==> config.mk <==
export PLATFORM = sky130hd
export DESIGN_NAME = acwake_regs
export DESIGN_NICKNAME = d
export VERILOG_FILES = /design/src/verilog/acwake_pkg.sv /design/src/verilog/acwake_regs.sv
export SDC_FILE = /design/constraint.sdc
export NUM_CORES = 1
export LEC_CHECK = 0
export CORE_MARGIN = 2
export CORE_UTILIZATION = 63
export CTS_CLUSTER_SIZE = 24
export DETAILED_ROUTE_END_ITERATION = 8
export DONT_BUFFER_PORTS = 1
export GPL_TIMING_DRIVEN = 0
export PLACE_DENSITY_LB_ADDON = 0.08
export SLEW_MARGIN = 20
export SYNTH_ARGS = -nofsm -noshare
export SYNTH_HDL_FRONTEND = slang
export SYNTH_SLANG_ARGS = --single-unit
==> constraint.sdc <==
create_clock -name pclk -period 2.1 [get_ports pclk]
set_clock_uncertainty 0.1 [all_clocks]
set_input_delay 0.63 -clock pclk [delete_from_list [all_inputs] [get_ports pclk]]
set_output_delay 0.63 -clock pclk [all_outputs]
set_load 0.005 [all_outputs]
==> src/verilog/acwake_pkg.sv <==
// Purpose: Shared constants for the child wake-event register block
// Assumes: APB with 32-bit data, one register per aligned word
// Notes:   Printed offsets are register indices; byte address is four times the index
package acwake_pkg;
	localparam logic [3:0] IDX_GLB_STS  = 4'h0;
	localparam logic [3:0] IDX_GLB_EN   = 4'h4;
	localparam logic [3:0] IDX_STS_P0   = 4'h8;
	localparam logic [3:0] IDX_STS_P1   = 4'h9;
	localparam logic [3:0] IDX_STS_DEV  = 4'hA;
	localparam logic [3:0] IDX_STS_IRQ  = 4'hB;
	localparam logic [3:0] IDX_EN_P0    = 4'hC;
	localparam logic [3:0] IDX_EN_P1    = 4'hD;
	localparam logic [3:0] IDX_EN_DEV   = 4'hE;
	localparam logic [3:0] IDX_EN_IRQ   = 4'hF;
	localparam int         ADDR_W       = 6;
	// Implemented bits per register
	localparam logic [7:0] MASK_P0      = 8'hFF;
	localparam logic [7:0] MASK_P1      = 8'h0F;
	localparam logic [7:0] MASK_DEV     = 8'hFC;
	localparam logic [7:0] MASK_IRQ     = 8'h1C;
	localparam logic [7:0] RESET_BYTE   = 8'h00;
	// Synchroniser reset: phone indicator idles high, all others low
	localparam logic [20:0] SYNC_RESET  = 21'h100000;
	// Field positions in the input-device register
	localparam int         BIT_KEY3     = 7;
	localparam int         BIT_KEY2     = 6;
	localparam int         BIT_KEY1     = 5;
	localparam int         BIT_POINTER  = 4;
	localparam int         BIT_ANYKEY   = 3;
	localparam int         BIT_PHONE    = 2;
	// Field positions in the module IRQ register
	localparam int         BIT_UNIT_IRQ = 4;
	localparam int         BIT_PTR_IRQ  = 3;
	localparam int         BIT_KEY_IRQ  = 2;
	// Wake detector modes
	typedef enum logic [3:0] {
		ACWAKE_MODE_SEQ    = 4'h1,
		ACWAKE_MODE_PMKEYS = 4'h2,
		ACWAKE_MODE_ANYKEY = 4'h4,
		ACWAKE_MODE_PASSWD = 4'h8
	} acwake_mode_e;
	localparam logic [1:0] KMODE_SEQ    = 2'h0;
	localparam logic [1:0] KMODE_ANYKEY = 2'h1;
	localparam logic [1:0] KMODE_PMKEYS = 2'h2;
	localparam logic [1:0] KMODE_PASSWD = 2'h3;
endpackage

==> src/verilog/acwake_regs.sv <==
// Purpose: Sticky child wake-event status, enables and global wake flag
// Assumes: Event sources are asynchronous and pass a two-stage synchroniser
// Notes:   Zero-wait APB slave; unmapped words read zero and take no effect
//
// Added by the designer: register access over APB.
`timescale 1ns/1ps
`default_nettype none
module acwake_regs (
	input  wire logic                       pclk,
	input  wire logic                       presetn,
	input  wire logic                       clk_en,
	input  wire logic                       psel,
	input  wire logic                       penable,
	input  wire logic                       pwrite,
	input  wire logic [acwake_pkg::ADDR_W-1:0] paddr,
	input  wire logic [31:0]                pwdata,
	input  wire logic [3:0]                 pstrb,
	output logic      [31:0]                prdata,
	output logic                            pready,
	output logic                            pslverr,
	input  wire logic [7:0]                 port0_pin_event,
	input  wire logic [3:0]                 port1_pin_event,
	input  wire logic [1:0]                 key_detector_mode,
	input  wire logic                       pm_key3_hit,
	input  wire logic                       pm_key2_hit,
	input  wire logic                       key_event_hit,
	input  wire logic                       pointer_event_hit,
	input  wire logic                       any_key_hit,
	input  wire logic                       phone_call_indicator_input,
	input  wire logic                       legacy_unit_irq,
	input  wire logic                       legacy_unit_wake_en,
	input  wire logic                       legacy_unit_active,
	input  wire logic                       pointer_irq,
	input  wire logic                       pointer_irq_wake_en,
	input  wire logic                       keypad_irq,
	input  wire logic                       keypad_irq_wake_en,
	input  wire logic                       keypad_controller_unit_active,
	output logic                            sci_out
);
	import acwake_pkg::*;

	localparam int NSRC = 21;

	// Raw asynchronous sources, two flops each before use
	logic [NSRC-1:0] src_raw;
	logic [NSRC-1:0] sync_q1;
	logic [NSRC-1:0] sync_q2;
	logic            phone_prev;

	logic [7:0] sts_p0;
	logic [7:0] sts_p1;
	logic [7:0] sts_dev;
	logic [7:0] sts_irq;
	logic [7:0] en_p0;
	logic [7:0] en_p1;
	logic [7:0] en_dev;
	logic [7:0] en_irq;
	logic       global_wake_flag;
	logic       global_wake_gate;

	logic [7:0] set_p0;
	logic [7:0] set_p1;
	logic [7:0] set_dev;
	logic [7:0] set_irq;
	logic       wr_acc;
	logic [3:0] widx;
	logic [7:0] wbyte;
	logic       any_enabled;
	logic [1:0] kmode_q;

	function automatic logic [7:0] w1c_next(input logic [7:0] cur, input logic [7:0] set,
		input logic hit, input logic [7:0] wb, input logic [7:0] msk);
		logic [7:0] clr;
		clr = hit ? (wb & msk) : 8'h00;
		w1c_next = ((cur & ~clr) | set) & msk;
	endfunction

	assign src_raw = {phone_call_indicator_input, keypad_irq, pointer_irq, legacy_unit_irq,
		any_key_hit, pointer_event_hit, key_event_hit, pm_key2_hit, pm_key3_hit,
		port1_pin_event, port0_pin_event};

	always_ff @(posedge pclk or negedge presetn) begin
		if (!presetn) begin
			sync_q1 <= SYNC_RESET;
			sync_q2 <= SYNC_RESET;
		end else if (clk_en) begin
			sync_q1 <= src_raw;
			sync_q2 <= sync_q1;
		end
	end

	// Mode select is a config level, also synchronised
	logic [1:0] kmode_q1;
	always_ff @(posedge pclk or negedge presetn) begin
		if (!presetn) begin
			kmode_q1 <= KMODE_SEQ;
			kmode_q  <= KMODE_SEQ;
		end else if (clk_en) begin
			kmode_q1 <= key_detector_mode;
			kmode_q  <= kmode_q1;
		end
	end

	// Idle high so release of reset is no falling edge
	always_ff @(posedge pclk or negedge presetn) begin
		if (!presetn) begin
			phone_prev <= 1'b1;
		end else if (clk_en) begin
			phone_prev <= sync_q2[20];
		end
	end

	logic         wake_ok_unit;
	logic         wake_ok_ptr;
	logic         wake_ok_key;
	acwake_mode_e mode_oh;

	always_comb begin
		case (kmode_q)
			KMODE_SEQ:    mode_oh = ACWAKE_MODE_SEQ;
			KMODE_ANYKEY: mode_oh = ACWAKE_MODE_ANYKEY;
			KMODE_PMKEYS: mode_oh = ACWAKE_MODE_PMKEYS;
			KMODE_PASSWD: mode_oh = ACWAKE_MODE_PASSWD;
			default:      mode_oh = ACWAKE_MODE_SEQ;
		endcase
	end

	// Wake enables and activity are config levels from the same well
	assign wake_ok_unit = legacy_unit_wake_en && legacy_unit_active;
	assign wake_ok_ptr  = pointer_irq_wake_en && keypad_controller_unit_active;
	assign wake_ok_key  = keypad_irq_wake_en && keypad_controller_unit_active;

	always_comb begin
		set_p0  = sync_q2[7:0];
		set_p1  = {4'h0, sync_q2[11:8]};
		set_dev = 8'h00;
		set_dev[BIT_KEY3]    = sync_q2[12] && (mode_oh == ACWAKE_MODE_PMKEYS);
		set_dev[BIT_KEY2]    = sync_q2[13] && (mode_oh == ACWAKE_MODE_PMKEYS);
		set_dev[BIT_KEY1]    = sync_q2[14] && (mode_oh != ACWAKE_MODE_ANYKEY);
		set_dev[BIT_POINTER] = sync_q2[15];
		set_dev[BIT_ANYKEY]  = sync_q2[16] && (mode_oh == ACWAKE_MODE_ANYKEY);
		set_dev[BIT_PHONE]   = phone_prev && !sync_q2[20];
		set_irq = 8'h00;
		set_irq[BIT_UNIT_IRQ] = sync_q2[17] && wake_ok_unit;
		set_irq[BIT_PTR_IRQ]  = sync_q2[18] && wake_ok_ptr;
		set_irq[BIT_KEY_IRQ]  = sync_q2[19] && wake_ok_key;
	end

	// Write takes effect in the access cycle; low byte lane only
	assign wr_acc = psel && penable && pwrite && pstrb[0] && (paddr[1:0] == 2'b00);
	assign widx   = paddr[5:2];
	assign wbyte  = pwdata[7:0];

	// Set wins over a simultaneous clear
	always_ff @(posedge pclk or negedge presetn) begin
		if (!presetn) begin
			sts_p0  <= RESET_BYTE;
			sts_p1  <= RESET_BYTE;
			sts_dev <= RESET_BYTE;
			sts_irq <= RESET_BYTE;
		end else if (clk_en) begin
			sts_p0  <= w1c_next(sts_p0, set_p0, wr_acc && widx == IDX_STS_P0, wbyte, MASK_P0);
			sts_p1  <= w1c_next(sts_p1, set_p1, wr_acc && widx == IDX_STS_P1, wbyte, MASK_P1);
			sts_dev <= w1c_next(sts_dev, set_dev, wr_acc && widx == IDX_STS_DEV, wbyte, MASK_DEV);
			sts_irq <= w1c_next(sts_irq, set_irq, wr_acc && widx == IDX_STS_IRQ, wbyte, MASK_IRQ);
		end
	end

	always_ff @(posedge pclk or negedge presetn) begin
		if (!presetn) begin
			en_p0  <= RESET_BYTE;
			en_p1  <= RESET_BYTE;
			en_dev <= RESET_BYTE;
			en_irq <= RESET_BYTE;
			global_wake_gate <= 1'b0;
		end else if (clk_en && wr_acc) begin
			if (widx == IDX_EN_P0)  en_p0  <= wbyte & MASK_P0;
			if (widx == IDX_EN_P1)  en_p1  <= wbyte & MASK_P1;
			if (widx == IDX_EN_DEV) en_dev <= wbyte & MASK_DEV;
			if (widx == IDX_EN_IRQ) en_irq <= wbyte & MASK_IRQ;
			if (widx == IDX_GLB_EN) global_wake_gate <= wbyte[0];
		end
	end

	assign any_enabled = |{sts_p0 & en_p0, sts_p1 & en_p1, sts_dev & en_dev, sts_irq & en_irq};

	always_ff @(posedge pclk or negedge presetn) begin
		if (!presetn) begin
			global_wake_flag <= 1'b0;
		end else if (clk_en) begin
			if (any_enabled) begin
				global_wake_flag <= 1'b1;
			end else if (wr_acc && widx == IDX_GLB_STS && wbyte[0]) begin
				global_wake_flag <= 1'b0;
			end
		end
	end

	always_ff @(posedge pclk or negedge presetn) begin
		if (!presetn) begin
			sci_out <= 1'b0;
		end else if (clk_en) begin
			sci_out <= global_wake_flag && global_wake_gate;
		end
	end

	// Read data registered in the setup cycle
	logic [7:0] rbyte;
	always_comb begin
		case (paddr[5:2])
			IDX_GLB_STS: rbyte = {7'h00, global_wake_flag};
			IDX_GLB_EN:  rbyte = {7'h00, global_wake_gate};
			IDX_STS_P0:  rbyte = sts_p0;
			IDX_STS_P1:  rbyte = sts_p1;
			IDX_STS_DEV: rbyte = sts_dev;
			IDX_STS_IRQ: rbyte = sts_irq;
			IDX_EN_P0:   rbyte = en_p0;
			IDX_EN_P1:   rbyte = en_p1;
			IDX_EN_DEV:  rbyte = en_dev;
			IDX_EN_IRQ:  rbyte = en_irq;
			default:     rbyte = 8'h00;
		endcase
	end

	always_ff @(posedge pclk or negedge presetn) begin
		if (!presetn) begin
			prdata <= 32'h00000000;
		end else if (clk_en && psel && !penable) begin
			prdata <= (paddr[1:0] == 2'b00) ? {24'h000000, rbyte} : 32'h00000000;
		end
	end

	assign pready  = clk_en;
	assign pslverr = 1'b0;

	sts_sticky_a: assert property (@(posedge pclk) disable iff (!presetn)
		clk_en && sts_dev[BIT_POINTER] && !(wr_acc && widx == IDX_STS_DEV && wbyte[BIT_POINTER])
		|=> sts_dev[BIT_POINTER])
		else $error("pointer flag dropped without clear");
	clr_one_a: assert property (@(posedge pclk) disable iff (!presetn)
		clk_en && wr_acc && widx == IDX_STS_P0 && wbyte[0] && !set_p0[0] |=> !sts_p0[0])
		else $error("port0 flag not cleared by one");
	pin_set_a: assert property (@(posedge pclk) disable iff (!presetn)
		clk_en && set_p1[3] |=> sts_p1[3])
		else $error("port1 pin3 event not recorded");
	pmkey_mode_a: assert property (@(posedge pclk) disable iff (!presetn)
		clk_en && $rose(sts_dev[BIT_KEY3]) |-> $past(mode_oh) == ACWAKE_MODE_PMKEYS)
		else $error("pm key flag outside pm-keys mode");
	anykey_mode_a: assert property (@(posedge pclk) disable iff (!presetn)
		$rose(sts_dev[BIT_ANYKEY]) |-> $past(mode_oh) == ACWAKE_MODE_ANYKEY)
		else $error("any-key flag outside any-key mode");
	phone_edge_a: assert property (@(posedge pclk) disable iff (!presetn)
		clk_en && phone_prev && !sync_q2[20] |=> sts_dev[BIT_PHONE])
		else $error("phone falling edge missed");
	irq_gate_a: assert property (@(posedge pclk) disable iff (!presetn)
		$rose(sts_irq[BIT_PTR_IRQ]) |-> $past(wake_ok_ptr))
		else $error("pointer irq flag without wake enable");
	rsvd_zero_a: assert property (@(posedge pclk) disable iff (!presetn)
		(sts_p1[7:4] == 4'h0) && (sts_dev[1:0] == 2'b00) && (en_irq[7:5] == 3'h0))
		else $error("reserved bit set");
	glb_hold_a: assert property (@(posedge pclk) disable iff (!presetn)
		any_enabled && clk_en |=> global_wake_flag)
		else $error("global flag not set by enabled child");
	sci_drive_a: assert property (@(posedge pclk) disable iff (!presetn)
		clk_en && global_wake_flag && global_wake_gate |=> sci_out)
		else $error("interrupt not driven");

	ptr_set_a: assert property (@(posedge pclk) disable iff (!presetn)
		clk_en && set_dev[BIT_POINTER] |=> sts_dev[BIT_POINTER])
		else $error("pointer event not recorded");

	key1_set_a: assert property (@(posedge pclk) disable iff (!presetn)
		clk_en && sync_q2[14] && (mode_oh != ACWAKE_MODE_ANYKEY) |=> sts_dev[BIT_KEY1])
		else $error("key event not recorded");

	key1_block_a: assert property (@(posedge pclk) disable iff (!presetn)
		$rose(sts_dev[BIT_KEY1]) |-> $past(mode_oh) != ACWAKE_MODE_ANYKEY)
		else $error("key event flag in any-key mode");

	key3_set_a: assert property (@(posedge pclk) disable iff (!presetn)
		clk_en && sync_q2[12] && (mode_oh == ACWAKE_MODE_PMKEYS) |=> sts_dev[BIT_KEY3])
		else $error("pm key 3 not recorded");

	key2_mode_a: assert property (@(posedge pclk) disable iff (!presetn)
		$rose(sts_dev[BIT_KEY2]) |-> $past(mode_oh) == ACWAKE_MODE_PMKEYS)
		else $error("pm key 2 flag outside pm-keys mode");

	unit_gate_a: assert property (@(posedge pclk) disable iff (!presetn)
		$rose(sts_irq[BIT_UNIT_IRQ]) |-> $past(wake_ok_unit))
		else $error("unit irq flag without wake enable");

	unit_set_a: assert property (@(posedge pclk) disable iff (!presetn)
		clk_en && set_irq[BIT_UNIT_IRQ] |=> sts_irq[BIT_UNIT_IRQ])
		else $error("unit irq not recorded");

	key_irq_gate_a: assert property (@(posedge pclk) disable iff (!presetn)
		$rose(sts_irq[BIT_KEY_IRQ]) |-> $past(wake_ok_key))
		else $error("keypad irq flag without wake enable");

	ptr_irq_set_a: assert property (@(posedge pclk) disable iff (!presetn)
		clk_en && set_irq[BIT_PTR_IRQ] |=> sts_irq[BIT_PTR_IRQ])
		else $error("pointer irq not recorded");

	p0_set_a: assert property (@(posedge pclk) disable iff (!presetn)
		clk_en && set_p0[7] |=> sts_p0[7])
		else $error("port0 pin7 event not recorded");

	p0_gate_a: assert property (@(posedge pclk) disable iff (!presetn)
		clk_en && ((sts_p0 & en_p0) != 8'h00) |=> global_wake_flag)
		else $error("port0 gate did not reach global flag");

	p1_gate_a: assert property (@(posedge pclk) disable iff (!presetn)
		clk_en && ((sts_p1 & en_p1) != 8'h00) |=> global_wake_flag)
		else $error("port1 gate did not reach global flag");

	dev_gate_a: assert property (@(posedge pclk) disable iff (!presetn)
		clk_en && ((sts_dev & en_dev) != 8'h00) |=> global_wake_flag)
		else $error("device gate did not reach global flag");

	irq_enable_a: assert property (@(posedge pclk) disable iff (!presetn)
		clk_en && ((sts_irq & en_irq) != 8'h00) |=> global_wake_flag)
		else $error("irq gate did not reach global flag");

	en_reset_a: assert property (@(posedge pclk)
		!presetn |-> (en_p0 == 8'h00) && (en_p1 == 8'h00) && (en_dev == 8'h00) && (en_irq == 8'h00))
		else $error("enable not zero in reset");

	sts_reset_a: assert property (@(posedge pclk)
		!presetn |-> (sts_p0 == 8'h00) && (sts_p1 == 8'h00) && (sts_dev == 8'h00) && (sts_irq == 8'h00))
		else $error("status not zero in reset");

	glb_clr_a: assert property (@(posedge pclk) disable iff (!presetn)
		clk_en && !any_enabled && wr_acc && widx == IDX_GLB_STS && wbyte[0] |=> !global_wake_flag)
		else $error("global flag not cleared");

	sci_quiet_a: assert property (@(posedge pclk) disable iff (!presetn)
		clk_en && !(global_wake_flag && global_wake_gate) |=> !sci_out)
		else $error("interrupt without gated flag");

	rsvd_en_a: assert property (@(posedge pclk) disable iff (!presetn)
		(en_p1[7:4] == 4'h0) && (en_dev[1:0] == 2'b00) && (sts_irq[7:5] == 3'h0))
		else $error("reserved enable or status bit set");

	p1_read_a: assert property (@(posedge pclk) disable iff (!presetn)
		paddr[5:2] == IDX_STS_P1 |-> rbyte == sts_p1)
		else $error("port1 status not at its index");

	dev_read_a: assert property (@(posedge pclk) disable iff (!presetn)
		paddr[5:2] == IDX_STS_DEV |-> rbyte == sts_dev)
		else $error("device status not at its index");

	phone_rise_a: assert property (@(posedge pclk) disable iff (!presetn)
		$rose(sts_dev[BIT_PHONE]) |-> $past(set_dev[BIT_PHONE]))
		else $error("phone flag without falling edge");

	w1c_zero_a: assert property (@(posedge pclk) disable iff (!presetn)
		clk_en && wr_acc && widx == IDX_STS_P1 && !wbyte[3] && sts_p1[3] |=> sts_p1[3])
		else $error("zero write cleared a flag");
endmodule
`default_nettype wire
# Yosys cells after proc, flatten, opt, wreduce, memory -nomap -nowiden
# Index checks and enable logic that the tools add are counted.
dict set report word_totals {
  ff_bits 124
  inputBits 76
  output_inout_bits 35
  wordCells 95
}
dict set report op_classes {
  n_eq_ne 15
  mux 9
  n_bitwise 16
  n_reduce_logical 38
}
# cell count
set ops {}
lappend ops {{$pmux 8 s10} 1}
lappend ops {{$and 8x8->8} 4}
lappend ops {{$eq 4x4->1 const B} 8}
lappend ops {{$reduce_or 32->1} 1}
lappend ops {{$logic_and 1x1->1} 25}
lappend ops {{$mux 8} 3}
lappend ops {{$not 8->8} 2}
lappend ops {{$or 8x8->8} 2}
lappend ops {{$pmux 4 s4} 1}
lappend ops {{$reduce_and 2->1} 6}
lappend ops {{$and 5x5->5} 2}
lappend ops {{$and 4x4->4} 2}
lappend ops {{$eq 4x3->1 const B} 2}
lappend ops {{$mux 5} 1}
lappend ops {{$not 5->5} 1}
lappend ops {{$or 5x5->5} 1}
lappend ops {{$eq 2x2->1 const B} 2}
lappend ops {{$eq 4x2->1 const B} 1}
lappend ops {{$logic_not 2->1} 2}
lappend ops {{$logic_not 4->1} 1}
lappend ops {{$mux 4} 1}
lappend ops {{$ne 4x3->1 const B} 1}
lappend ops {{$not 4->4} 1}
lappend ops {{$or 4x4->4} 1}
lappend ops {{4 further kinds} 6}

# Logic depth before layout (Yosys ltp)
# Gate-level depths: netlist (run 1).
dict set report depth {
  ltp_word 9
  mapped_depth 6
  mapped_depth_nobuf 4
}

# Worst setup path before layout (run 1)
# OpenSTA, ideal clock, no wires.
dict set report synth_timing {
  path_kind {input to register}
  startpoint {input clk_en}
  endpoint {register en_dev[2]}
  setup_time_ps 127
  arrival_ps 1806
  t_required_ps 1873
  path_slack_ps 66
  cell_stages 6
  n_path_buf 2
  path_cell_list {buf_4 -> nand4bb_4 -> nor2_4 -> and4b_1 -> buf_4 -> mux2_1}
}
dict set report synth_between {
  elab_chain_cells 2
}
# item line
set synth_lines {}
lappend synth_lines {{start, declared} acwake_regs.sv:11} ;# input wire logic clk_en,
lappend synth_lines {{$logic_and 1x1->1} acwake_regs.sv:176} ;# end else if (clk_en && wr_acc) begin
lappend synth_lines {{$reduce_and 2->1 (no line)} n/a}
lappend synth_lines {{end signal, assigned} acwake_regs.sv:179} ;# if (widx == IDX_EN_DEV) en_dev <= wbyte & MASK_DEV;
lappend synth_lines {{end, declared} acwake_regs.sv:56} ;# logic [7:0] en_dev;
# Every way passes these cells.
# A chain may end at the register's enable or synchronous reset.

# Worst setup path in the final report (run 1)
dict set report layout_timing {
  startpoint {input clk_en}
  endpoint {register en_dev[4]}
}
# The elaborated chain is that of the path after synthesis.

==> flow_results.org, run 1 <==
** Routing
- The count of nets left with antenna violations once routing finished came out at 0.
- In the routed layout, each cell is associated on average with a via count of slightly above 6.
- The routed layout has roughly 3000 vias.
- DRT Wirelength :: 10100 µm
- Count of unresolved DRC violations after routing :: 0
- TritonRoute pass-1 iters :: 4
- The first routing iteration left about 200 violations.
- Average wire per cell in the routed design :: ~20 µm

** STA
- Fin crit share :: between 90% and 100%
- Least-Margin Pin Slew :: approximately 640 ps
- On the final layout, the worst hold slack is -148 ps.
- RSZ-0062 raised after global routing :: no
- Setup violations remaining at the end of the flow were counted as 0.
- Derived from the worst setup path, the maximum achievable clock frequency is around 530 MHz.
- Measured against its own limit, the worst slew margin works out to between 50 and 60%.
- Final critical-path required period :: 1890 ps
- The number of max-slew violations in the final report came to 0.
- The total count of hold-check failures in the final report came to 97.
- After layout, the worst setup slack is 206 ps.

** Clock tree
- Buffers inserted during clock tree synthesis total 9.
- Counting every sink on the clock net gives 100.
- Maximum root-to-sink buffer count :: 2
- Gates resized during post-CTS repair numbered 0.
- After clock tree synthesis, the setup repair step added 0 buffers.
- TritonCTS clock tree :: done
- Htree depth :: 3
- Clock-pin slew was measured on the worst setup and hold paths at 100 ps.
- Insertion delay to the later sink of the worst-skew pair :: around 360 ps
- CTS placed an instance of clkbuf_8 at the clock tree root.

** Placed design
- Input and output buffers added on the ports amount to 0.
- Final HPWL DP :: 7510 µm
- Post-Place Worst Slack :: -156 ps
- Routability Congestion :: 0.907
- Area after DPL :: ~4800 µm²

** Synthesis
- Counting flops with a built-in enable in the synthesized netlist gives 0.
- Number of storage elements in the synthesis netlist :: 100
- Gate count of the mapped netlist :: approximately 360
- By count the netlist is led by dfrtp_1 (97), mux2_2 (64), buf_4 (29).
- The synthesized netlist occupies a cell area of roughly 4600 µm².
- Warning count from the yosys run :: 0
- Synthesized area per cell :: 12.9 µm²
- For this run, the leading register cell type out of synthesis is dfrtp_1.
- Most common cell in the netlist :: dfrtp_1
- Cell types with the largest area share after synthesis :: dfrtp_1 (52%), mux2_2 (16%), buf_4 (4.7%)
- Summed over its instances, the top area cell type makes up 52.5% of the synthesized netlist area.
- Sequential cells were found to cover between 50% and 60% of the synthesized design area.
- In this run, distinct cell masters in the synthesized netlist total between 40 and 50.
- Cell accounting for the most synthesized area :: dfrtp_1
- Counting flops with an async set or reset pin after synthesis yields a share of between 90% and 100%.

** GRT
- Number of global-route vias before repair :: between 2000 and 3000
- Overall routing resource usage :: 26.6%
- The initial antenna violation count is 0.
- Congestion Overflow GR :: 0
- Maximum number of pins on one net before global-route repair :: around 100
- The first global-routing pass estimated approximately 15000 µm of wire.

** Power and ir drop
- VDD sags by at most ~0.69 mV.
- The analysis attributes to cell leakage a power of 2.27 nW.
- Pwr dens :: between 700 and 800 nW/µm²

** Critical path
- CP Launch Type :: primary input
- On the critical path the largest part of the delay comes from simple AND/OR/NAND/NOR gates.
- Critical-path top delay cell :: mux2_1
- Together, buffers and inverters on the worst path number 2.
- Setup slack on the worst reg-to-reg path comes out at ~350 ps.
- The most numerous cell type found on the critical path is buf_4.
- WP data arrival :: slightly above 2000 ps
- The number of cells on the worst reg-to-reg path is 4.
- The endpoint identified for the worst register-to-register timing path is global_wake_flag.
- The startpoint identified for the worst register-to-register timing path is sts_p1[0].
- Delay of the slowest critical-path stage :: 330 ps
- The worst setup path is of the in2reg kind.
- Maximum fanout encountered on the critical timing path :: 9
- Worst Path Required :: 2240 ps
- The signal on the critical path passes through buf_4, nand4bb_4, nor2_4, and4b_1, buf_4, mux2_1.
- Critical Path Stages :: 6
- The worst setup path is captured at a register.

** Layout
- Post-route core utilization :: a little over two thirds
- Of the cells placed in the final design, the portion with a size suffix greater than 1 is a little under a third.
- For this run, the post-layout net count is ~470.
- From synthesis to final layout, the design area changed by 9.71%.
- Number of antenna cells inserted :: 0
- Finished Cell Area :: approximately 5000 µm²

** Floorplan
- Row count :: 31
- The core region is 7180 µm².
- Starting density of the core :: between 60% and 70%
- The floorplan step defined a die boundary enclosing ~8000 µm².
- Vertical die dimension :: 89.7 µm
- The floorplan step set the die width to around 90 µm.
- I/O pin count :: roughly 110

** Status
- The run finished, with violations left.
- The checks that failed: negative hold slack.

** Worst hold path
- Hold/Removal Path Class :: in2async

** Flow run
- Total of max-cap violations :: 0
==> power by group <==
| group | total, mW | internal, mW | switching (mW) |
|---|---|---|---|
| registers | 2.17 | 2.07 | 0.0988 |
| clock network | 1.44 | 0.794 | 0.644 |
| logic | 0.347 | 0.196 | 0.151 |
==> logic make-up after synthesis <==
family / count (synthesis) / synth area share, %
flops: 100 / 54.2
mux: 82 / 20.2
simple gates: 71 / 9.42
compound gates: 59 / 9.96
buf+inv: 45 / 6.17
other cells: 1 / 0.0811
==> per-layer routing <==
| layer | wire length [µm] | global-route usage, % | vias to the layer above |
|---|---|---|---|
| li1 | - | - | 1339 |
| met1 | 4240 | 35.5 | 1521 |
| met2 | 4760 | 41.2 | 147 |
| met3 | 931 | 7.86 | 17 |
| met4 | 161 | 10.7 | 0 |
| met5 | 0 | 0 | - |
==> state kept, by name, summed over array words and instances, names as in the netlist <==
| register | cells |
|---|---|
| global_wake_flag | 1 |
| en_p0 | 8 |
| en_dev | 6 |
| en_irq | 3 |
| sts_dev | 6 |
| global_wake_gate | 1 |
| sts_irq | 3 |
| prdata | 8 |
| en_p1 | 4 |
| kmode_q1 | 2 |
| sts_p1 | 4 |
| sci_out | 1 |
| kmode_q | 2 |
| sts_p0 | 8 |
| sync_q2 | 21 |
| phone_prev | 1 |
| sync_q1 | 21 |
==> through the flow <==
step / hold slack, ps / setup TNS [ps] / cells / total power [mW]
CTS: -161 / 0 / 496 / 3.98
floorplan: 234 / 0 / 382 / 2.46
global route: -172 / 0 / 496 / 4.10
finish: -148 / 0 / 496 / 3.96
detailed placement: 238 / -2420 / 481 / 2.55
global placement: 238 / -2240 / 481 / 2.53
==> area by class of cell <==
| cell class | count | area, µm² |
|---|---|---|
| flip-flops and latches | 100 | 2510 |
| fillers | 497 | 2100 |
| multi-input cells | 237 | 1920 |
| plain buffers | 41 | 270 |
| clock buffers | 10 | 128 |
| well taps | 99 | 124 |
| clock inverters | 5 | 108 |
| inverters | 4 | 15.0 |
==> cells in the final DEF, fill, tap and decap left out, types with 2 or more instances in the layout <==
cell	count
dfrtp_1	97
mux2_2	64
buf_4	29
nand2_1	26
conb_1	25
a22o_1	20
mux2i_1	10
a22oi_1	10
clkbuf_8	9
o21ai_0	8
clkbuf_1	7
nor2_1	7
buf_2	6
nand3_1	6
nand2b_1	6
mux2_1	6
nand4_1	4
a32o_1	4
inv_1	4
o22ai_1	3
a211oi_1	3
bufinv_16	3
dfstp_2	3
and2_1	2
nand3b_1	2
nor2b_1	2
nand4b_1	2
a222oi_1	2
mux4_2	2
a21oi_1	2
a221oi_1	2
nor3_1	2
inv_6	2
==> how the worst max path moves through the flow <==
stage	from	endpoint	slack (ps)
finish	clk_en	en_dev[4]	210
global route	clk_en	en_dev[6]	150
CTS	clk_en	en_dev[4]	230
detailed placement	clk_en	en_dev[4]	-160
global placement	clk_en	en_dev[4]	-150
floorplan	clk_en	en_dev[2]	70
Power figures use the tool's default switching activity.
==> run 2, diff against run 1 <==
--- a/config.mk
+++ b/config.mk
@@ -5,7 +5,7 @@
 export SDC_FILE = /design/constraint.sdc
 export NUM_CORES = 1
 export LEC_CHECK = 0
-export CORE_MARGIN = 2
+export CORE_MARGIN = 4
 export CORE_UTILIZATION = 63
 export CTS_CLUSTER_SIZE = 24
 export DETAILED_ROUTE_END_ITERATION = 8
==> run 2 against run 1 <==
Net effect: the run still ends with negative hold slack left; register-to-register slack got worse by 30 ps; count of clock-buffer cells in the layout rose by 1; sequential cell count did not move; critical path depth did not move; worst setup slack got worse by 7.6 ps; global-route usage fell by 1.2 points; maximum frequency fell by 0.40%; hold slack got worse by 7.1 ps; power fell by 5.1%; largest cell class unchanged; core utilization rose by 1.8 points; sequential power barely moved; first-iteration DRC count rose by 13%.
==> flow_results.org, run 2 (synthesized netlist as in run 1, its figures left out) <==
** Critical path
- By startpoint and endpoint, the worst setup path is classified as in2reg.
- Terminus of the critical flop-to-flop path :: global_wake_flag
- End of the critical path :: en_dev[4]
- Across all register-to-register paths, the minimum setup slack is 320 ps.
- The worst setup path is captured at a register.
- Worst Path Required :: roughly 2300 ps
- CP Launch Type :: primary input
- The startpoint identified for the worst register-to-register timing path is sts_p1[3].
- In this run the worst path has a maximum fanout of 9.
- The most critical setup path has its startpoint at clk_en.
- WP data arrival :: slightly above 2000 ps
- Measured in cells, the most critical reg-to-reg path has a length of 4.

** Clock tree
- CTS Root Cell :: clkbuf_8
- Insertion delay to the later sink of the worst-skew pair :: between 300 and 400 ps
- Clock sinks :: 100
- TritonCTS clock tree :: done
- Htree depth :: 3
- Gates resized during post-CTS repair numbered 0.
- Clock transition at the registers of the reported paths :: about 90 ps
- No sink is reached through more buffers than the 2 on the longest clock path.
- Buffers added to address setup during post-CTS repair amount to 0.
- TritonCTS Buffers :: 9

** STA
- Setup violations remaining at the end of the flow were counted as 0.
- Worst hold slack after final layout :: -155 ps
- Fin crit share :: about nine tenths
- Highest achievable clock rate :: roughly 530 MHz
- Fin. max-slew vios :: 0
- Hold violation count in the final report :: 97
- Headroom to the max-slew limit came out at 51.6%.
- The worst path in the final design needs a cycle of ~1900 ps, including I/O delays and setup.
- At the pin with the least slew margin, the transition time is slightly above 700 ps.
- RSZ-0062 raised after global routing :: no

** Routing
- DR iter-0 viols :: 228
- Vias after detailed routing :: slightly above 3000
- Detailed-route vias per instance :: 6.12
- For this run, the detailed router's first-pass iteration total came to 5.
- DRT Wirelength :: 10500 µm
- Dividing the detail-routed wire length by the instance count gives roughly 21 µm.
- In this run the remaining antenna-violating nets after routing total 0.
- Count of unresolved DRC violations after routing :: 0

** GRT
- Entering global routing, the biggest net connects approximately 100 pins.
- The initial antenna violation count is 0.
- For this run the aggregate overflow at the end of global routing stands at 0.
- Number of global-route vias before repair :: roughly 3000
- Overall routing resource usage :: 25.4%
- The first global-routing pass estimated about 17000 µm of wire.

** Layout
- After filler insertion, the fill cell instance count of the layout stands at 503.
- Post-layout instance count excluding filler cells :: approximately 490
- Registers with the highest flip-flop counts :: sync_q1: 21 flops, sync_q2: 21 flops
- Measured on the finished design, the core utilization comes to 72.5%.
- 0 antenna diodes ended up in the layout.
- The area growth from synthesis to layout is 8.90%.
- Finished Cell Area :: 5040 µm²
- The library cell used most frequently in the layout, excluding fill and tap cells, is dfrtp_1.
- The top cell types in the final layout, fill and taps aside, are dfrtp_1 (97), mux2_2 (64), buf_4 (29).
- Fraction of layout cells with a size suffix above 1 :: a little under a third
- Layout Nets :: roughly 470

** Placed design
- Number of port buffers :: 0
- Final HPWL DP :: ~7800 µm
- Inst Count DP :: between 400 and 500
- The congestion estimate from routability-driven global placement came to ~0.9.
- After detailed placement, the total cell area comes to around 4800 µm².

** Power and ir drop
- Summed over all nets, the switching power comes to roughly 0.9 mW.
- Net switching fraction of the power :: 23.9%
- Combinational power share :: 9.3%
- The internal portion of the total power is 2.86 mW.
- Pwr dens :: 746 nW/µm²
- Clock network fraction of total power :: 32.9%
- Sequential cells burn 57.7% of the power.
- P_leak :: 2.26 nW
- VDD sags by at most approximately 0.47 mV.

** Floorplan
- Die extent in x :: between 90 and 100 µm
- The total area inside the core boundary comes to between 6000 and 7000 µm².
- Floorplan die area :: 8780 µm²
- I/O pin count :: approximately 110
- For this configuration, the core starts out at a cell density of roughly 67%.
- Vertical die dimension :: roughly 94 µm
- Row count :: 30

** Flow run
- Total of max-cap violations :: 0

** Status
- Violations in the final reports :: negative hold slack
- The run finished, with violations left.

** Worst hold path
- In this run the worst hold path is classified as in2async.
==> run 2: how the worst min path moves through the flow <==
stage / endpoint / cells after the start
finish: global_wake_gate / 0
global route: sync_q2[14] / 0
CTS: sts_dev[3] / 0
detailed placement: global_wake_gate / 0
global placement: sci_out / 0
floorplan: en_dev[2] / 0
==> run 2: final cells by class <==
class / instances / area (µm²) / share of cell area, %
Sequential cell: 100 / 2510 / 49.8
Clock inverter: 5 / 60.1 / 1.19
Buffer: 41 / 270 / 5.37
Clock buffer: 11 / 141 / 2.81
Tap cell: 96 / 120 / 2.39
Multi-Input combinational cell: 237 / 1920 / 38.2
Inverter: 4 / 15.0 / 0.298
==> run 2: per-stage QoR <==
| step | power, mW | setup TNS (ps) | setup slack [ps] |
|---|---|---|---|
| 3_3_place_gp | 2.53 | -1560 | -128 |
| 3_5_place_dp | 2.55 | -2190 | -156 |
| 6_report | 3.76 | 0 | 198 |
| 2_1_floorplan | 2.46 | 0 | 66.2 |
| 5_1_grt | 3.91 | 0 | 115 |
| 4_1_cts | 3.77 | 0 | 216 |
==> run 2: routing by layer <==
metal / wire length (µm) / global-route usage [%]
met1: 4560 / 35.6
met2: 4840 / 39.9
met3: 894 / 5.93
met4: 175 / 7.58
met5: 0 / 0
==> run 2: critical path: stages <==
cell	delay [ps]
buf_4	170
nand4bb_4	210
nor2_4	280
and4b_1	240
buf_4	180
mux2_1	340
==> run 2: power groups by stage <==
stage               combinational, mW  sequential, mW  clock [mW]
floorplan                       0.292            2.17           0
global placement                0.333            2.20           0
detailed placement              0.346            2.21           0
CTS                             0.346            2.17        1.25
global route                    0.383            2.19        1.34
finish                          0.350            2.17        1.24
==> run 3, diff against run 2 <==
--- a/config.mk
+++ b/config.mk
@@ -5,8 +5,10 @@
 export SDC_FILE = /design/constraint.sdc
 export NUM_CORES = 1
 export LEC_CHECK = 0
+export CELL_PAD_IN_SITES_DETAIL_PLACEMENT = 1
+export CELL_PAD_IN_SITES_GLOBAL_PLACEMENT = 2
 export CORE_MARGIN = 4
-export CORE_UTILIZATION = 63
+export CORE_UTILIZATION = 42
 export CTS_CLUSTER_SIZE = 24
 export DETAILED_ROUTE_END_ITERATION = 8
 export DONT_BUFFER_PORTS = 1
==> run 3 against run 2 <==
Net effect: the flow still finishes with violations (negative hold slack); sequential share of layout area down 0.68 points; register-to-register slack about the same; critical path depth unchanged; sequential power about the same; largest power group unchanged.
==> flow_results.org, run 3 (synthesized netlist as in run 1, its figures left out) <==
** STA
- Setup violations remaining at the end of the flow were counted as 0.
- Least-Margin Pin Slew :: roughly 730 ps
- Headroom to the max-slew limit came out at 51.1%.
- Worst hold slack after final layout :: -165 ps
- The clock period could shrink to 1900 ps.
- Fin. max-slew vios :: 0
- Fin crit share :: around 91%
- Highest achievable clock rate :: ~530 MHz
- Setup repair after global routing left no endpoint under its margin.
- The total count of hold-check failures in the final report was 97.

** Clock tree
- In this run the deepest clock path goes through 2 buffers.
- Insertion delay to the later sink of the worst-skew pair :: 370 ps
- TritonCTS clock tree :: done
- Clock sinks :: 100
- The cell sitting at the root of the clock tree is a clkbuf_8.
- Clock transition at the registers of the reported paths :: 110 ps
- The H-tree was split into 3 levels.
- TritonCTS Buffers :: 9

** Layout
- The finished cells cover between 5000 and 6000 µm².
- In the final layout, the share of cells above drive strength 1 is 32.2%.
- The library cell used most frequently in the layout, excluding fill and tap cells, is dfrtp_1.
- The largest registers in the layout are sync_q1: 21 flops, sync_q2: 21 flops.
- The final layout contains about 470 nets.
- Most frequent cells in the layout :: dfrtp_1 (97), mux2_2 (64), buf_4 (29)
- The number of antenna diodes in the final layout is 0.
- Across the whole layout, storage elements account for 2510 µm².
- Multi-input gate area in the final layout :: just under 2000 µm²
- Counting the fill cells in the layout gives 1120.
- Area growth from synthesis to final layout :: 10.4%

** Critical path
- Critical Path Stages :: 6
- Grouping stages by cell kind, the critical path spends the most delay in simple AND/OR/NAND/NOR gates.
- Worst setup path startpoint :: clk_en
- CP Class :: in2reg
- Cell Chain, Critical Path :: buf_4, nand4bb_4, nor2_4, and4b_1, buf_4, mux2_1
- The number of cells on the worst reg-to-reg path is 4.
- Most Frequent Cell on Critical Path :: buf_4
- End of the critical path :: en_dev[5]
- Critical-path top delay cell :: mux2_1
- CP Launch Type :: primary input
- Of all nets on the critical path, the largest fanout is 9.
- STA classifies the critical path endpoint as a register.
- In this run the critical register-to-register path is captured at global_wake_flag.
- WP data arrival :: about 2100 ps
- In this design, the stage delay of the slowest critical-path cell is approximately 330 ps.
- At the worst endpoint, the required time is about 2300 ps.
- Number of buffers and inverters on the critical path :: 2
- The worst register-to-register path has a setup slack of just over 300 ps.
- The startpoint identified for the worst register-to-register timing path is sts_p1[3].

** Floorplan
- 111 I/O pins were placed.
- Floorplan die area :: between 10000 and 15000 µm²
- Measured along the x axis, the die boundary spans between 100 and 150 µm.
- Starting density of the core :: a little over two fifths
- The region available for standard cell placement spans roughly 11000 µm².
- After floorplanning, the core was divided into 38 placement rows.
- In this run the vertical extent of the chip is 113 µm.

** Power and ir drop
- Peak supply drop :: 0.344 mV
- Net switching fraction of the power :: between 20% and 30%
- Switching power of the nets :: between 0.9 and 1 mW
- P_leak :: approximately 2.3 nW
- Per report_power, the sequential group accounts for around 56% of the total.
- Combinational power share :: 9.0%
- Dividing total power by cell area gives a power density of about 760 nW/µm².
- Internal Dissipation :: roughly 2.9 mW
- Per report_power, the clock group accounts for a little over a third of the total.

** Routing
- The detailed router finished its first iteration with between 150 and 200 violations.
- TritonRoute pass-1 iters :: 4
- Antenna Violating Nets Remaining :: 0
- Detailed-route vias per instance :: between 5 and 6
- Count of unresolved DRC violations after routing :: 0
- Vias after detailed routing :: between 2000 and 3000
- Average wire per cell in the routed design :: approximately 22 µm
- DRT Wirelength :: 11600 µm

** Placed design
- The count of buffers added on input and output ports is 0.
- Routability Congestion :: roughly 0.88
- Area after DPL :: between 4000 and 5000 µm²
- Final HPWL DP :: roughly 8500 µm

** GRT
- The first global-routing pass estimated 18700 µm of wire.
- Congestion Overflow GR :: 0
- The number of global-route vias before repair is ~3200.
- Maximum number of pins on one net before global-route repair :: between 100 and 150
- The initial antenna violation count came to 0.
- Overall routing resource usage :: 19.2%

** Flow run
- Max-cap violations in this run came to 0.

** Worst hold path
- The path class of the tightest hold or removal check is in2async.

** Status
- The run finished, with violations left.
- The checks that failed: negative hold slack.
-- run 3: cell types whose count changed in the layout (fill, tap and decap cells not counted) --
cell        change
clkbuf_1        -1
clkinvlp_4      -1
clkinv_4        +1
inv_8           +2
clkinv_2        -1
-- run 3: cell type report --
class	instances	share of cell area, %
clock inverter	6	1.54
inverter	4	0.294
sequential	100	49.1
tap	140	3.43
multi-input combinational	237	37.7
clock buffer	10	2.70
buffer	41	5.29
-- run 3: per-stage QoR --
stage / total power, mW / util, % / instances / TNS, ps / setup WS (ps)
2_1_floorplan: 2.46 / - / 382 / 0 / 66.2
3_3_place_gp: 2.54 / 45.3 / 522 / -3620 / -172
3_5_place_dp: 2.56 / 45.3 / 522 / -4310 / -183
4_1_cts: 3.91 / 47.3 / 538 / 0 / 214
5_1_grt: 4.07 / 47.3 / 538 / 0 / 123
6_report: 3.87 / 47.3 / 538 / 0 / 199
-- run 3: repair_timing --
| action | 4_1_cts | 5_1_grt |
|---|---|---|
| resized for setup | 0 | 0 |
| buffers inserted | 0 | 0 |
| endpoints found under the hold margin | 100 | 100 |
-- run 3: how the worst min path moves through the flow --
stage | startpoint | to | slack [ps] | depth (start not counted)
detailed placement | presetn | prdata[1] | 240 | 0
floorplan | presetn | en_dev[2] | 230 | 0
global route | presetn | kmode_q[0] | -210 | 0
global placement | presetn | sci_out | 240 | 0
CTS | presetn | sci_out | -180 | 0
finish | presetn | kmode_q1[1] | -160 | 0
-- run 3: routing by layer --
layer	GRT usage (%)	up-vias	routed length (µm)	share of wire [%]
met5	0	-	0	0
met4	4.33	0	73	0.63
met3	5.78	5	655	5.6
met2	30.1	87	5520	47
met1	26.6	1504	5380	46
li1	-	1342	-	-
-- run 3: power groups by stage --
stage | clock network (mW) | registers [mW] | logic [mW]
2_1_floorplan | 0 | 2.17 | 0.292
3_3_place_gp | 0 | 2.20 | 0.339
3_5_place_dp | 0 | 2.21 | 0.350
4_1_cts | 1.39 | 2.17 | 0.351
5_1_grt | 1.49 | 2.19 | 0.390
6_report | 1.35 | 2.17 | 0.350
